<file path="config.mk">
export PLATFORM = sky130hd
export DESIGN_NAME = cbbc_core
export DESIGN_NICKNAME = d
export VERILOG_FILES = /design/src/rtl/cbbc_pkg.sv /design/src/rtl/cbbc_addr_if.sv /design/src/rtl/cbbc_addr_unit.sv /design/src/rtl/cbbc_branch_unit.sv /design/src/rtl/cbbc_core.sv
export VERILOG_INCLUDE_DIRS = /design/src /design/src/rtl
export SDC_FILE = /design/constraint.sdc
export NUM_CORES = 1
export LEC_CHECK = 0
export ABC_AREA = 1
export ABC_CLOCK_PERIOD_IN_PS = 4790
export BUFFER_PORTS_ARGS = -buffer_cell sky130_fd_sc_hd__buf_2
export CAP_MARGIN = 5
export CORE_MARGIN = 2
export CORE_UTILIZATION = 56
export DETAILED_ROUTE_END_ITERATION = 10
export PLACE_DENSITY = 0.81
export SLEW_MARGIN = 20
export SYNTH_ARGS = -nofsm -noshare
export SYNTH_HDL_FRONTEND = slang
export SYNTH_SLANG_ARGS = --single-unit
</file>
<file path="constraint.sdc">
create_clock -name clk_i -period 4.79 [get_ports clk_i]
set_input_delay 0.958 -clock clk_i [delete_from_list [all_inputs] [get_ports clk_i]]
set_output_delay 0.958 -clock clk_i [all_outputs]
set_load 0.01 [all_outputs]
</file>
<file path="src/rtl/cbbc_params.svh">
// Functional notes
// RL1: Access-select 0 uses the access bank; 1 takes upper address from bank select.
// RL2: Access-select 0 with extended set: file operand up to 95 is indexed offset.
// RL3: Bit invert flips only the chosen bit, writes back, leaves flags alone.
// RL4: Branch on overflow has fixed upper byte; low byte is signed displacement.
// RL5: Branch on overflow jumps only when overflow is 1, else falls through.
// RL6: Taken branch target is branch address plus 2 plus twice displacement.
// RL7: Taken branch takes two cycles with a flush; untaken takes one.
// RL8: Branch on zero jumps only when zero is 1; flags unchanged.
// RL9: Call is two words: opcode, save bit, k low; then 1111 and k high.
// RL10: Call pushes its own address plus 4 as the new top of stack.
// RL11: Save bit 1 copies working, flags and bank select into shadows.
// RL12: Save bit 0 leaves all three shadow registers unchanged.
// RL13: Call loads its 20-bit target into program counter bits 20 to 1.
// RL14: Call takes two cycles: push in first, counter written in Q4, then flush.
// RL15: Clear byte writes zero into addressed byte and sets zero flag, one cycle.
// RL16: Watchdog clear resets watchdog counter and postscaler in one cycle.
// RL17: Watchdog clear sets timeout and power-down flags only.
`ifndef CBBC_PARAMS_SVH
`define CBBC_PARAMS_SVH

// ==========================================================
// Opcode patterns and field positions
`define CBBC_OP_BITINV 4'h7
`define CBBC_OP_BR_OVF 8'hE4
`define CBBC_OP_BR_ZERO 8'hE0
`define CBBC_OP_CALL 7'h76
`define CBBC_OP_CALL2 4'hF
`define CBBC_OP_CLR_BYTE 7'h35
`define CBBC_OP_CLR_WDOG 16'h0004
`define CBBC_OP_NOP 16'h0000
`define CBBC_A_BIT 8
`define CBBC_S_BIT 8
`define CBBC_B_HI 11
`define CBBC_B_LO 9

// ==========================================================
// Addressing
`define CBBC_IDX_LIMIT 8'h5F
`define CBBC_ACC_SPLIT 8'h60
`define CBBC_ACC_LO_BANK 4'h0
`define CBBC_ACC_HI_BANK 4'hF

// ==========================================================
// Arithmetic steps, masks and reset values
`define CBBC_BR_STEP 21'h000002
`define CBBC_CALL_STEP 21'h000004
`define CBBC_PC_RST 21'h000000
`define CBBC_STAT_RST 5'h00
`define CBBC_Z_BIT 2
`define CBBC_OV_BIT 3
`define CBBC_Z_MASK 5'h04
`define CBBC_BYTE_ZERO 8'h00
`define CBBC_BIT_ONE 8'h01
`define CBBC_W_RST 8'h00
`define CBBC_BANK_RST 4'h0
`define CBBC_ADDR_RST 12'h000
`define CBBC_FLAG_RST 1'b1

// ==========================================================
// Instruction cycle phases
`define CBBC_PH_Q1 2'h0
`define CBBC_PH_Q2 2'h1
`define CBBC_PH_Q3 2'h2
`define CBBC_PH_Q4 2'h3
`define CBBC_PH_STEP 2'h1

`endif

</file>
<file path="src/rtl/cbbc_pkg.sv">
package cbbc_pkg;
  typedef enum logic [1:0] {
    CBBC_ST_EXEC = 2'b01,
    CBBC_ST_FLUSH = 2'b10
  } cbbc_state_t;
  typedef logic [4:0] cbbc_status_t;
endpackage

</file>
<file path="src/rtl/cbbc_addr_if.sv">
`timescale 1ns/100ps
interface cbbc_addr_if;
  logic [7:0] file;
  logic acc_sel;
  logic ext_en;
  logic [3:0] bank;
  logic [11:0] base;
  logic [11:0] addr;
  logic indexed;
  modport core (output file, output acc_sel, output ext_en, output bank, output base,
                input addr, input indexed);
  modport unit (input file, input acc_sel, input ext_en, input bank, input base,
                output addr, output indexed);
endinterface

</file>
<file path="src/rtl/cbbc_addr_unit.sv">
`timescale 1ns/100ps
`include "cbbc_params.svh"
module cbbc_addr_unit (
  cbbc_addr_if.unit aif
);
  // ==========================================================
  // Effective data address
  wire idx_hit = (~aif.acc_sel) & aif.ext_en & (aif.file <= `CBBC_IDX_LIMIT); // RL2
  wire acc_low = aif.file < `CBBC_ACC_SPLIT;
  wire [11:0] idx_addr = aif.base + {4'h0, aif.file};
  wire [11:0] bank_addr = {aif.bank, aif.file}; // RL1
  wire [11:0] acc_addr = acc_low ? {`CBBC_ACC_LO_BANK, aif.file} :
                         {`CBBC_ACC_HI_BANK, aif.file}; // RL1
  assign aif.indexed = idx_hit;
  assign aif.addr = aif.acc_sel ? bank_addr : (idx_hit ? idx_addr : acc_addr);
endmodule // cbbc_addr_unit

</file>
<file path="src/rtl/cbbc_branch_unit.sv">
`timescale 1ns/100ps
`include "cbbc_params.svh"
module cbbc_branch_unit #(
  parameter int PC_W = 21
) (
  input wire logic [PC_W-1:0] pc_i,
  input wire logic [7:0] disp_i,
  output logic [PC_W-1:0] target_o
);
  generate
    if (PC_W < 10) begin : g_chk
      $error("cbbc_branch_unit: PC_W too small");
    end
  endgenerate
  // ==========================================================
  // Target is PC plus 2 plus twice the signed displacement
  wire [PC_W-1:0] disp_x2 = {{(PC_W-9){disp_i[7]}}, disp_i, 1'b0}; // RL4
  wire [PC_W-1:0] step = PC_W'(`CBBC_BR_STEP);
  assign target_o = pc_i + step + disp_x2; // RL6
endmodule // cbbc_branch_unit

</file>
<file path="src/rtl/cbbc_core.sv">
`timescale 1ns/100ps
`include "cbbc_params.svh"
module cbbc_core
  import cbbc_pkg::*;
#(
  parameter int PC_W = 21
) (
  input wire logic clk_i,
  input wire logic rst_n_i,
  input wire logic [15:0] instr_i,
  input wire logic [15:0] instr_next_i,
  output logic [20:0] pc_o,
  output logic [1:0] phase_o,
  output logic flush_o,
  input wire logic ext_set_en_i,
  input wire logic [11:0] fsr2_i,
  input wire logic [7:0] w_i,
  input wire logic [3:0] bank_select_i,
  input wire logic status_ld_i,
  input wire logic [4:0] status_d_i,
  output logic [4:0] status_o,
  output logic [11:0] mem_addr_o,
  input wire logic [7:0] mem_rdata_i,
  output logic [7:0] mem_wdata_o,
  output logic mem_we_o,
  output logic stack_push_o,
  output logic [20:0] top_of_stack_o,
  output logic [7:0] working_shadow_o,
  output logic [4:0] flags_shadow_o,
  output logic [3:0] bank_select_shadow_o,
  output logic watchdog_clear_o,
  input wire logic timeout_clr_i,
  input wire logic power_down_clr_i,
  output logic timeout_flag_o,
  output logic power_down_flag_o
);
  generate
    if (PC_W != 21) begin : g_chk
      $error("cbbc_core: program counter must be 21 bits");
    end
  endgenerate

  // ==========================================================
  // Reset release
  logic rst_meta_q;
  logic rst_sync_q;
  always_ff @(posedge clk_i or negedge rst_n_i) begin
    if (!rst_n_i) begin
      rst_meta_q <= 1'b0;
      rst_sync_q <= 1'b0;
    end else begin
      rst_meta_q <= 1'b1;
      rst_sync_q <= rst_meta_q;
    end
  end
  wire rst_n = rst_sync_q;

  // ==========================================================
  // Phase divider: one clock per phase
  logic [1:0] ph_q;
  always_ff @(posedge clk_i or negedge rst_n) begin
    if (!rst_n) begin
      ph_q <= `CBBC_PH_Q1;
    end else begin
      ph_q <= ph_q + `CBBC_PH_STEP;
    end
  end
  wire q1 = ph_q == `CBBC_PH_Q1;
  wire q2 = ph_q == `CBBC_PH_Q2;
  wire q3 = ph_q == `CBBC_PH_Q3;
  wire q4 = ph_q == `CBBC_PH_Q4;

  // ==========================================================
  // Instruction latch
  cbbc_state_t st_q;
  cbbc_state_t st_d;
  logic [15:0] ir_q;
  logic [15:0] nxt_q;
  wire st_flush = st_q == CBBC_ST_FLUSH;
  always_ff @(posedge clk_i or negedge rst_n) begin
    if (!rst_n) begin
      ir_q <= `CBBC_OP_NOP;
      nxt_q <= `CBBC_OP_NOP;
    end else if (q1) begin
      ir_q <= st_flush ? `CBBC_OP_NOP : instr_i; // RL7
      nxt_q <= instr_next_i;
    end
  end

  // ==========================================================
  // Decode
  wire is_bit_inv = ir_q[15:12] == `CBBC_OP_BITINV;
  wire is_br_ovf = ir_q[15:8] == `CBBC_OP_BR_OVF; // RL4
  wire is_br_zero = ir_q[15:8] == `CBBC_OP_BR_ZERO; // RL8
  wire is_call = ir_q[15:9] == `CBBC_OP_CALL;
  wire call_ok = is_call && (nxt_q[15:12] == `CBBC_OP_CALL2); // RL9
  wire call_save = ir_q[`CBBC_S_BIT];
  wire is_clr_byte = ir_q[15:9] == `CBBC_OP_CLR_BYTE; // RL15
  wire is_clr_wdog = ir_q == `CBBC_OP_CLR_WDOG;
  wire [2:0] bit_sel = ir_q[`CBBC_B_HI:`CBBC_B_LO];
  wire mem_op = is_bit_inv | is_clr_byte;

  logic [4:0] status_q;
  wire ov_set = status_q[`CBBC_OV_BIT];
  wire z_set = status_q[`CBBC_Z_BIT];
  wire taken = (is_br_ovf & ov_set) | (is_br_zero & z_set); // RL5 RL8

  // ==========================================================
  // Address and branch arithmetic
  cbbc_addr_if u_aif ();
  assign u_aif.file = ir_q[7:0];
  assign u_aif.acc_sel = ir_q[`CBBC_A_BIT]; // RL1
  assign u_aif.ext_en = ext_set_en_i; // RL2
  assign u_aif.bank = bank_select_i;
  assign u_aif.base = fsr2_i;

  cbbc_addr_unit u_addr (
    .aif(u_aif)
  );

  logic [20:0] pc_q;
  wire [20:0] br_target;
  cbbc_branch_unit #(
    .PC_W(PC_W)
  ) u_branch (
    .pc_i(pc_q),
    .disp_i(ir_q[7:0]),
    .target_o(br_target)
  );

  wire [20:0] call_target = {nxt_q[11:0], ir_q[7:0], 1'b0}; // RL13
  wire [20:0] seq_pc = pc_q + `CBBC_BR_STEP;
  wire [20:0] ret_pc = pc_q + `CBBC_CALL_STEP; // RL10
  wire [20:0] pc_d = st_flush ? pc_q :
                     call_ok ? call_target :
                     taken ? br_target : seq_pc; // RL6
  wire redirect = call_ok | taken;

  // ==========================================================
  // Data memory path
  logic [11:0] addr_q;
  logic [7:0] wdata_q;
  wire [7:0] bit_mask = `CBBC_BIT_ONE << bit_sel;
  wire [7:0] wdata_d = is_clr_byte ? `CBBC_BYTE_ZERO : (mem_rdata_i ^ bit_mask); // RL3 RL15
  always_ff @(posedge clk_i or negedge rst_n) begin
    if (!rst_n) begin
      addr_q <= `CBBC_ADDR_RST;
      wdata_q <= `CBBC_BYTE_ZERO;
    end else begin
      if (q2) begin
        addr_q <= u_aif.addr;
      end
      if (q3 && mem_op) begin
        wdata_q <= wdata_d;
      end
    end
  end
  assign mem_addr_o = addr_q;
  assign mem_wdata_o = wdata_q;
  assign mem_we_o = q4 & mem_op; // RL3 RL15

  // ==========================================================
  // Program counter and sequencing
  always_ff @(posedge clk_i or negedge rst_n) begin
    if (!rst_n) begin
      pc_q <= `CBBC_PC_RST;
    end else if (q4) begin
      pc_q <= pc_d; // RL14
    end
  end

  always_comb begin
    case (st_q)
      CBBC_ST_EXEC: st_d = redirect ? CBBC_ST_FLUSH : CBBC_ST_EXEC; // RL7 RL14
      CBBC_ST_FLUSH: st_d = CBBC_ST_EXEC;
      default: st_d = CBBC_ST_EXEC;
    endcase
  end

  always_ff @(posedge clk_i or negedge rst_n) begin
    if (!rst_n) begin
      st_q <= CBBC_ST_EXEC;
    end else if (q4) begin
      st_q <= st_d;
    end
  end
  assign pc_o = pc_q;
  assign phase_o = ph_q;
  assign flush_o = st_flush;

  // ==========================================================
  // Return stack push and shadow save
  logic [20:0] stack_top_q;
  always_ff @(posedge clk_i or negedge rst_n) begin
    if (!rst_n) begin
      stack_top_q <= `CBBC_PC_RST;
    end else if (q2 && call_ok) begin
      stack_top_q <= ret_pc; // RL10
    end
  end
  assign top_of_stack_o = stack_top_q;
  assign stack_push_o = q3 & call_ok; // RL14

  logic [7:0] wsh_q;
  logic [4:0] ss_q;
  logic [3:0] bs_q;
  always_ff @(posedge clk_i or negedge rst_n) begin
    if (!rst_n) begin
      wsh_q <= `CBBC_W_RST;
      ss_q <= `CBBC_STAT_RST;
      bs_q <= `CBBC_BANK_RST;
    end else if (q3 && call_ok && call_save) begin // RL12
      wsh_q <= w_i; // RL11
      ss_q <= status_q;
      bs_q <= bank_select_i;
    end
  end
  assign working_shadow_o = wsh_q;
  assign flags_shadow_o = ss_q;
  assign bank_select_shadow_o = bs_q;

  // ==========================================================
  // Status flags: outside load, and clear byte sets the zero flag
  wire clr_byte_wr = q4 & is_clr_byte;
  wire [4:0] status_base = status_ld_i ? status_d_i : status_q;
  wire [4:0] status_d = clr_byte_wr ? (status_base | `CBBC_Z_MASK) : status_base; // RL15
  always_ff @(posedge clk_i or negedge rst_n) begin
    if (!rst_n) begin
      status_q <= `CBBC_STAT_RST;
    end else begin
      status_q <= status_d;
    end
  end
  assign status_o = status_q;

  // ==========================================================
  // Watchdog clear; set wins over an outside clear
  wire wdog_hit = q3 & is_clr_wdog;
  logic tout_q;
  logic pdown_q;
  always_ff @(posedge clk_i or negedge rst_n) begin
    if (!rst_n) begin
      tout_q <= `CBBC_FLAG_RST;
      pdown_q <= `CBBC_FLAG_RST;
    end else begin
      tout_q <= wdog_hit | (tout_q & ~timeout_clr_i); // RL17
      pdown_q <= wdog_hit | (pdown_q & ~power_down_clr_i); // RL17
    end
  end
  assign watchdog_clear_o = wdog_hit; // RL16
  assign timeout_flag_o = tout_q;
  assign power_down_flag_o = pdown_q;

  // ==========================================================
  // Checks
  wire [20:0] chk_target = pc_q + `CBBC_BR_STEP + {{12{ir_q[7]}}, ir_q[7:0], 1'b0};
endmodule // cbbc_core

</file>
Yosys cells after proc, flatten, opt, wreduce, memory -nomap -nowiden:

Index checks and enable logic that the tools add are counted.

* word-level logic and storage cells: 76
* memories: 0
* bits in latches: 0
* RAM bits: 0
* flip-flop bits (word level): 124
* memory bits (read-only): 0
* output and inout port bits: 92

* div/mod/pow operators: 0
* eq/ne operators: 12
* bitwise logic cells: 20
* multiplexer cells: 11
* reductions and logical operators: 8
* $lt $le $gt $ge: 2
* add/subtract/negate cells: 5
* shift operators: 1
* multipliers: 0

Operator list (count)
* 21-bit two-way mux: 2
* 12-bit two-way mux: 3
* 21-bit by 2-bit adder with 21-bit output, second input constant: 1
* 21-bit adder: 1
* 21-bit by 3-bit adder with 21-bit output, second input constant: 1
* 16-bit by 3-bit == test with 1-bit output, second input constant: 1
* 8-bit == test, second input constant: 2
* 16-bit two-way mux: 1
* 12-bit by 8-bit adder with 12-bit output: 1
* 1-bit AND: 10
* 8-bit by 7-bit <= comparator with 1-bit output, second input constant: 1
* 8-bit by 7-bit < comparator with 1-bit output, second input constant: 1
* 8-bit two-way mux: 1
* 1-bit by 3-bit << shifter with 8-bit output, first input constant: 1
* 8-bit bitwise XOR: 1
* 7-bit by 6-bit == test with 1-bit output, second input constant: 1
* 7-bit == test, second input constant: 1
* 2-bit == test, second input constant: 3
* 1-bit logical AND: 5
* 5-bit two-way mux: 1
* 1-bit bitwise OR: 5
* 2-bit by 1-bit == test with 1-bit output, second input constant: 2
* 4-bit by 3-bit == test with 1-bit output, second input constant: 1
* 4-bit == test, second input constant: 1
* 7 further kinds: 11

Logic depth before layout (Yosys ltp):

Gate-level depths: netlist (run 1).

* depth in word-level cells: 6
* gate-level depth with buffers: 22

Hierarchy:

A second synthesis (run 1) with hierarchy kept.

* cell total of the unflattened synthesis: 1117
* area, all modules: 8251.7 um2

By module, submodules not included
* cbbc_core: cells each 756, instances 1, area each 6193.4 um2
* cbbc_branch_unit: cells each 221, instances 1, area each 1337.5 um2
* cbbc_addr_unit: cells each 140, instances 1, area each 720.7 um2

Worst setup path before layout (run 1):

OpenSTA, ideal clock, no wires.

* path type: reg2reg
* from: register pc_q[3], in the netlist pc_o[3]
* to: register pc_q[20], in the netlist pc_o[20]
* buffers on the path: 0
* arrival time: 2507 ps
* stages on the path, launching flop included: 20
* required time: 4673 ps
* clock period less this slack: 2624 ps
* path slack: 2166 ps
* cell sequence: dfrtp_1 ha_1 nand2_2 nor2_2 nand2_2 nor2_1 nand2_1 xor2_1 inv_1 ha_1 nand2_1 nor2_1 nand2_1 nand3b_1 nand3_1 inv_1 nand2_1 nand3_1 nand2_1 nand2_1

* longest elaborated chain between the ends: 4

RTL lines
* start: declaration: line cbbc_core.sv:121 `logic [20:0] pc_q;`
* start signal: assignment: line cbbc_core.sv:166 `` pc_q <= `CBBC_PC_RST; ``
* start signal: assignment: line cbbc_core.sv:168 `pc_q <= pc_d;`
* 21-bit by 2-bit adder with 21-bit output (no source line) (*)
* 21-bit adder
* 21-bit two-way mux (*): line cbbc_core.sv:136 `taken ? br_target : seq_pc;`
* 21-bit two-way mux (*): line cbbc_core.sv:135 `call_ok ? call_target :`

Mark *: on every way between the ends. The rest lies on a longest branch, timed or not.
A chain may end at the register's enable or synchronous reset.

Final worst setup path (run 1):

* from: register ir_q[7]
* to: output watchdog_clear_o

* longest elaborated chain between the ends: 2

RTL lines
* start: declaration: line cbbc_core.sv:77 `logic [15:0] ir_q;`
* start signal: assignment: line cbbc_core.sv:82 `` ir_q <= `CBBC_OP_NOP; ``
* start signal: assignment: line cbbc_core.sv:85 `` ir_q <= st_flush ? `CBBC_OP_NOP : instr_i; ``
* 16-bit by 3-bit == test with 1-bit output (no source line)
* 1-bit AND: line cbbc_core.sv:238 `wire wdog_hit = q3 & is_clr_wdog;`
* end: declaration: line cbbc_core.sv:31 `output logic watchdog_clear_o,`

Every way passes these cells.

==> results.sh, run 1 <==
export IMPL_slew_headroom=0.4019
export IMPL_post_cts_resized=0
export IMPL_cts_root_buf="clkbuf_16"
export IMPL_numCtsBuffers=17
export IMPL_place_congestion=1.011
export IMPL_grt_first_pass_wirelength_um=34510
export IMPL_hold_violations=0
export IMPL_final_min_period_over_clock_period=0.6350
export IMPL_setup_viol=0
export IMPL_path_cells="nor4_1 > nand4_1 > nor3_1 > buf_2"
export IMPL_drive_gt1_frac=0.2137
export IMPL_cpLargestDelayFamily="simple AND/OR/NAND/NOR gates"
export IMPL_die_h_um=122.1
export IMPL_synth_area_top_cells="dfrtp_1 (38%), nand2_1 (11%), inv_1 (6.0%)"
export IMPL_cts_tree="yes"
export IMPL_wl_per_cell_um=15.44
export IMPL_antenna_found_initial=0
export IMPL_grt_overflow=0
export IMPL_yosysSeqAreaShare=0.3915
export IMPL_cts_sinks=122
export IMPL_drv_cap=0
export IMPL_dr_pass1_iters=4
export IMPL_syn_inst=1011
export IMPL_hold_worst_slack_ns=0.3015
export IMPL_hold_class="input pin to asynchronous set/reset pin"
export IMPL_fin_nets=1280
export IMPL_nFillCells=1245
export IMPL_crit_fanout=22
export IMPL_core_area_mm2=0.01377
export IMPL_dp_hpwl_um=15920
export IMPL_synth_seq_cells=122
export IMPL_tightestPinTransition_ns=0.8972
export IMPL_diodes=0
export IMPL_start_kind="register"
export IMPL_synthTopCellsByCount="nand2_1 (222), inv_1 (125), dfrtp_1 (119)"
export IMPL_syn_to_final_growth_pct=18.97
export IMPL_worstSetupPathType="register to primary output"
export IMPL_setup_tns_ns=0
export IMPL_start_util=0.5669
export IMPL_rows=43
export IMPL_dieArea_mm2=0.01490
export IMPL_die_w_um=122.1
export IMPL_dp_cells=1327
export IMPL_io_pin_count=167
export IMPL_cts_buffer_depth=2
export IMPL_finalNonFillerCells=1359
export IMPL_drt_wl_total_um=20980
export IMPL_maxSlewViolCount=0
export IMPL_seqCellArea_mm2=0.003060
export IMPL_ys_types=49
export IMPL_grt_usage=0.2986
export IMPL_post_route_drc_count=0
export IMPL_avgSynthCellArea_um2=7.723
export IMPL_synth_edf_count=0
export IMPL_clk_latency_ns=0.43
export IMPL_yosys_warnings=0
export IMPL_io_buffers=164
export IMPL_path_clk_slew_ns=0.06
export IMPL_max_freq_mhz=328.8
export IMPL_crit_path_top_delay_cell="dfrtp_1"
export IMPL_powerDensity_mw_per_mm2=402.5
export IMPL_final_util=0.6744
export IMPL_worstPathRequired_ns=3.83
export IMPL_netlist_area_mm2=0.007807
export IMPL_cts_setup_buffers=0
export IMPL_peakVddDrop_mv=0.2753
export IMPL_grt_pass1_vias=7027
export IMPL_yosys_most_used_dff="dfrtp_1"
export IMPL_postRouteAntennaNets=0
export IMPL_synth_area_leader_cell="dfrtp_1"
export IMPL_fin_crit_ns=3.042
export IMPL_rsz0062_at_grt="no"
export IMPL_multi_input_area_mm2=0.004090
export IMPL_viasPerCell=5.435
export IMPL_p_leak_nw=4.880
export IMPL_grt_start_max_net_pins=69
export IMPL_num_vias=7386
export IMPL_yosys_area_top_type_share=0.3814
export IMPL_end_kind="primary output"
export IMPL_status="complete, no violations"
export IMPL_cp_arrival_ns=2.08
export IMPL_async_flop_share=1.000
export IMPL_ctsHoldBuffers=0
export IMPL_worst_clock_skew_ns=0.01112
export IMPL_worst_path_buf_inv=1
export IMPL_htree_num_levels=4
export IMPL_drtIter0Drc=673
export IMPL_synth_most_common_cell="nand2_1"
export IMPL_crit_path_max_incr_delay_ns=0.71
export IMPL_total_power_mw=3.738
==> cells by family after synthesis <==
family	share of synthesized area
AND/OR/NAND/NOR	0.2444
AO/OA/AOI/OAI	0.1314
buffers and inverters	0.08542
flip-flops	0.3915
XOR/XNOR	0.04824
adder cells (fa/ha/maj)	0.06442
multiplexers	0.03365
other	0.0009619
==> flip-flops by register name (all words and copies together), names as in the netlist <==
name and cells:
mem_wdata_o 8, power_down_flag_o 1, status_o 5, ir_q 16, rst_n 1, flags_shadow_o 5
st_q 2, timeout_flag_o 1, nxt_q 16, bank_select_shadow_o 4, top_of_stack_o 20, pc_o 20
working_shadow_o 8, phase_o 2, rst_meta_q 1, mem_addr_o 12
==> area by class of cell <==
class,count,area share
sequential,122,0.3295
inverter,130,0.05280
clock inverter,12,0.01509
timing repair buffer,166,0.08998
multi-input combinational,729,0.4403
clock buffer,20,0.04809
tap,180,0.02425
==> worst reg2reg max path, delay by kind of cell, from the launching register on <==
family	cells	cell delay (ns)
xor+xnor	1	0.15
simple gates	12	1.29
flops	1	0.48
compound gates	2	0.31
buf+inv	1	0.11
fa+ha+maj	2	0.57
==> layer usage <==
layer  up-vias  part of all wire  GRT usage
li1       3626                 -          -
met1      3436              0.44     0.3985
met2       274              0.45     0.4546
met3        50             0.082    0.08333
met4         0             0.030     0.1322
met5         -                 0          0
==> layout by cell type (no fill, tap or decap), types with 5 or more instances in the layout <==
| cell | Yosys | final |
|---|---|---|
| a21oi_1 | 52 | 52 |
| buf_2 | 6 | 164 |
| clkbuf_16 | 0 | 17 |
| dfrtp_1 | 119 | 118 |
| ha_1 | 37 | 36 |
| inv_1 | 125 | 125 |
| mux2_2 | 10 | 10 |
| mux2_4 | 10 | 10 |
| nand2_1 | 222 | 222 |
| nand2_2 | 7 | 7 |
| nand3_1 | 81 | 81 |
| nand4_1 | 11 | 11 |
| nor2_1 | 85 | 85 |
| nor2_2 | 5 | 5 |
| nor3_1 | 11 | 11 |
| o21a_1 | 10 | 10 |
| o21ai_0 | 91 | 91 |
| or2_2 | 5 | 5 |
| xnor2_1 | 11 | 11 |
| xor2_1 | 32 | 32 |
==> power breakdown <==
| part | leakage, nW | total (mW) | switching (mW) | internal [mW] |
|---|---|---|---|---|
| sequential | 1.44 | 1.20 | 0.0993 | 1.10 |
| clock | 0.278 | 1.27 | 0.483 | 0.783 |
| combinational | 3.17 | 1.27 | 0.810 | 0.463 |
| total | 4.88 | 3.74 | 1.39 | 2.35 |
==> path summary, 6_finish.rpt <==
check / startpoint / endpoint / slack (ns) / cells past startpoint
min in group clk_i: rst_meta_q / rst_n / 0.35 / 0
max in group asynchronous: rst_n / top_of_stack_o[3] / 3.14 / 1
hold reg to reg: rst_meta_q / rst_n / 0.35 / 0
setup / recovery: ir_q[7] / watchdog_clear_o / 1.75 / 4
hold / removal: rst_n_i / rst_n / 0.30 / 1
setup reg to reg: pc_o[3] / pc_o[15] / 1.76 / 18
==> stage by stage <==
step	setup WS [ns]	cell area, um2
after floorplan	1.145	7811
after global placement	1.867	8702
after detailed placement	1.818	8702
after CTS	1.778	9289
after global routing	1.481	9289
final	1.748	9289
No activity file was read; power rests on OpenSTA's default activity.
==> inputs of run 2 (changes only) <==
--- a/config.mk
+++ b/config.mk
@@ -6,14 +6,14 @@
 export SDC_FILE = /design/constraint.sdc
 export NUM_CORES = 1
 export LEC_CHECK = 0
-export ABC_AREA = 1
-export ABC_CLOCK_PERIOD_IN_PS = 4790
+export ABC_AREA = 0
+export ABC_CLOCK_PERIOD_IN_PS = 3100
 export BUFFER_PORTS_ARGS = -buffer_cell sky130_fd_sc_hd__buf_2
 export CAP_MARGIN = 5
 export CORE_MARGIN = 2
-export CORE_UTILIZATION = 56
+export CORE_UTILIZATION = 55
 export DETAILED_ROUTE_END_ITERATION = 10
-export PLACE_DENSITY = 0.81
+export PLACE_DENSITY = 0.8
 export SLEW_MARGIN = 20
 export SYNTH_ARGS = -nofsm -noshare
 export SYNTH_HDL_FRONTEND = slang
==> constraint.sdc (replaced) <==
create_clock -name clk_i -period 3.1 [get_ports clk_i]
set_input_delay 0.62 -clock clk_i [delete_from_list [all_inputs] [get_ports clk_i]]
set_output_delay 0.62 -clock clk_i [all_outputs]
set_load 0.01 [all_outputs]
==> run 2 against run 1 <==
Against the previous run:
- global-route usage is 2.6 points lower
- die area is 3.6% lower
- design area hardly changed
- sequential power is 49% higher
- worst setup slack worse by 1.6 ns
- routed wire length is 7.3% lower
- critical path type is now register to register
- highest routed layer unchanged
==> results.sh, run 2 <==
export IMPL_p_leak_nw=4.456
export IMPL_dr_pass1_iters=5
export IMPL_synth_top_family_by_area="compound AO/OA/AOI/OAI gates"
export IMPL_cpLargestDelayFamily="compound AO/OA/AOI/OAI gates"
export IMPL_ys_types=77
export IMPL_timing_reg2reg_setup_slack_ns=0.10
export IMPL_synth_area_top_cells="dfrtp_1 (40%), ha_1 (6.3%), nand2_1 (4.7%)"
export IMPL_async_flop_share=1.000
export IMPL_drt_wl_total_um=19440
export IMPL_hold_violations=0
export IMPL_netlist_area_mm2=0.007381
export IMPL_htree_num_levels=4
export IMPL_finalNonFillerCells=1152
export IMPL_viasPerCell=5.766
export IMPL_synthTopCellsByCount="dfrtp_1 (119), nand2_1 (93), o21ai_0 (51)"
export IMPL_fin_nets=1076
export IMPL_drtIter0Drc=583
export IMPL_grt_overflow=0
export IMPL_path_cells="nand3_2 > nor3_2 > xor2_1 > ha_1 > a21oi_1 > nand2_1 > a41oi_1 > o21ai_1 > a221oi_2 > mux2_2 > o21ai_1"
export IMPL_worst_r2r_cell_count=11
export IMPL_cp_arrival_ns=3.34
export IMPL_synth_seq_cells=122
export IMPL_synth_most_common_cell="dfrtp_1"
export IMPL_rsz0062_at_grt="yes"
export IMPL_syn_inst=780
export IMPL_io_pin_count=167
export IMPL_postRouteAntennaNets=0
export IMPL_min_path_cells=2
export IMPL_clk_latency_ns=0.42
export IMPL_powerDensity_mw_per_mm2=506.9
export IMPL_tightestPinTransition_ns=0.9210
export IMPL_setup_tns_ns=0
export IMPL_seqCellArea_mm2=0.003064
export IMPL_grt_first_pass_wirelength_um=30880
export IMPL_io_buffers=164
export IMPL_yosysSeqAreaShare=0.4141
export IMPL_grt_start_max_net_pins=60
export IMPL_die_h_um=119.8
export IMPL_end_kind="register"
export IMPL_start_kind="register"
export IMPL_r2r_end="pc_o[18]"
export IMPL_nFillCells=991
export IMPL_worst_path_buf_inv=0
export IMPL_worstPathRequired_ns=3.44
export IMPL_drive_gt1_frac=0.3231
export IMPL_synth_compound_area_frac=0.1653
export IMPL_crit_path_max_incr_delay_ns=0.48
export IMPL_max_freq_mhz=333.4
export IMPL_worstSetupPathType="register to register"
export IMPL_final_min_period_over_clock_period=0.9676
export IMPL_grt_pass1_vias=6219
export IMPL_crit_top_cell="o21ai_1"
export IMPL_status="complete, no violations"
export IMPL_wl_per_cell_um=16.87
export IMPL_maxSlewViolCount=0
export IMPL_synth_area_leader_cell="dfrtp_1"
export IMPL_antenna_found_initial=1
export IMPL_min_to="power_down_flag_o"
export IMPL_yosys_area_share_xor_xnor=0.07255
export IMPL_synth_simple_area_share=0.1619
export IMPL_setup_viol=0
export IMPL_dp_cells=1111
export IMPL_core_area_mm2=0.01319
export IMPL_synthMuxAreaShare=0.06764
export IMPL_die_w_um=119.8
export IMPL_min_from="power_down_clr_i"
export IMPL_cts_tree="yes"
export IMPL_avgSynthCellArea_um2=9.463
export IMPL_yosys_area_top_type_share=0.4035
export IMPL_layout_common_cells="buf_2 (164), dfrtp_1 (115), nand2_1 (93), o21ai_0 (50), nor2_1 (45)"
export IMPL_path_clk_slew_ns=0.06
export IMPL_syn_to_final_growth_pct=25.83
export IMPL_num_vias=6642
export IMPL_rows=42
export IMPL_cts_root_buf="clkbuf_16"
export IMPL_final_common_cell="buf_2"
export IMPL_numCtsBuffers=17
export IMPL_cts_buffer_depth=2
export IMPL_slew_headroom=0.3819
export IMPL_synth_edf_count=0
export IMPL_crit_path_top_delay_cell="dfrtp_1"
export IMPL_crit_fanout=6
export IMPL_start_util=0.5596
export IMPL_grt_usage=0.2731
export IMPL_hold_class="input pin to register"
export IMPL_peakVddDrop_mv=0.3623
export IMPL_post_route_drc_count=0
export IMPL_r2r_start="pc_o[5]"
export IMPL_cts_sinks=122
export IMPL_dieArea_mm2=0.01436
export IMPL_worst_clock_skew_ns=0.01005
export IMPL_yosys_area_share_adder=0.06815
export IMPL_drv_cap=0
export IMPL_dp_hpwl_um=14040
export IMPL_multi_input_area_mm2=0.004101
export IMPL_yosys_most_used_dff="dfrtp_1"
export IMPL_yosys_warnings=0
export IMPL_place_congestion=0.9397
export IMPL_fin_crit_ns=3.000
## run 2: how the worst max path moves through the flow
| stage | depth (start not counted) | slack [ns] | startpoint | endpoint |
|---|---|---|---|---|
| 6_report | 11 | 0.10 | pc_o[5] | pc_o[18] |
| 5_1_grt | 14 | -0.07 | pc_o[2] | pc_o[19] |
| 4_1_cts | 13 | 0.03 | pc_o[7] | pc_o[19] |
| 3_5_place_dp | 13 | 0.05 | pc_o[2] | pc_o[18] |
| 3_3_place_gp | 13 | 0.11 | pc_o[7] | pc_o[19] |
| 2_1_floorplan | 13 | 0.07 | pc_o[2] | pc_o[18] |
## run 2: area by class of cell
class / count / area share
clock buffers: 18 / 0.04729
flip-flops and latches: 122 / 0.3299
clock inverters: 14 / 0.01846
diodes: 1 / 0.0002694
inverters: 34 / 0.01374
repair buffers: 209 / 0.1250
multi-input cells: 578 / 0.4416
well taps: 176 / 0.02371
## run 2: worst register-to-register path, stage by stage (launching register included)
cell and delay (ns):
dfrtp_1 0.48, nand3_2 0.20, nor3_2 0.27, xor2_1 0.27
ha_1 0.35, a21oi_1 0.19, nand2_1 0.08, a41oi_1 0.15
o21ai_1 0.13, a221oi_2 0.32, mux2_2 0.38, o21ai_1 0.12
## run 2: per-layer routing
metal / part of all wire / GRT usage
met5: 0 / 0
met4: 0.025 / 0.1140
met3: 0.075 / 0.05703
met2: 0.46 / 0.4218
met1: 0.44 / 0.3755
## run 2: logic make-up (layout without fill, tap and decap cells)
logic type / count (synthesis) / in the layout
multiplexers: 45 / 45
other: 2 / 4
flip-flops: 122 / 122
buffers and inverters: 81 / 275
AO/OA/AOI/OAI: 193 / 193
AND/OR/NAND/NOR: 239 / 239
XOR/XNOR: 59 / 59
adder cells (fa/ha/maj): 39 / 39
## run 2: power by group
part	internal [mW]	switching, mW
combinational	0.406	0.476
sequential	1.69	0.104
clock	1.29	0.744
## run 2: what timing repair did
action,CTS,global route
gates resized for setup,0,27
setup buffers,0,6
endpoints found under the setup margin,0,8
hold buffers,1,0
endpoints found under the hold margin,2,0
## run 2: stage by stage
step	total power, mW	hold WS [ns]	utilization	worst slack [ns]	cell area (um2)
after floorplan	2.371	0.3244	-	0.06764	7392
after global routing	4.908	0.3587	0.7041	-0.06542	9288
after CTS	4.703	0.3365	0.6899	0.02927	9100
after detailed placement	2.662	0.3480	0.6429	0.04993	8479
final	4.708	0.3476	0.7041	0.1005	9288
after global placement	2.642	0.3437	0.6429	0.1103	8479
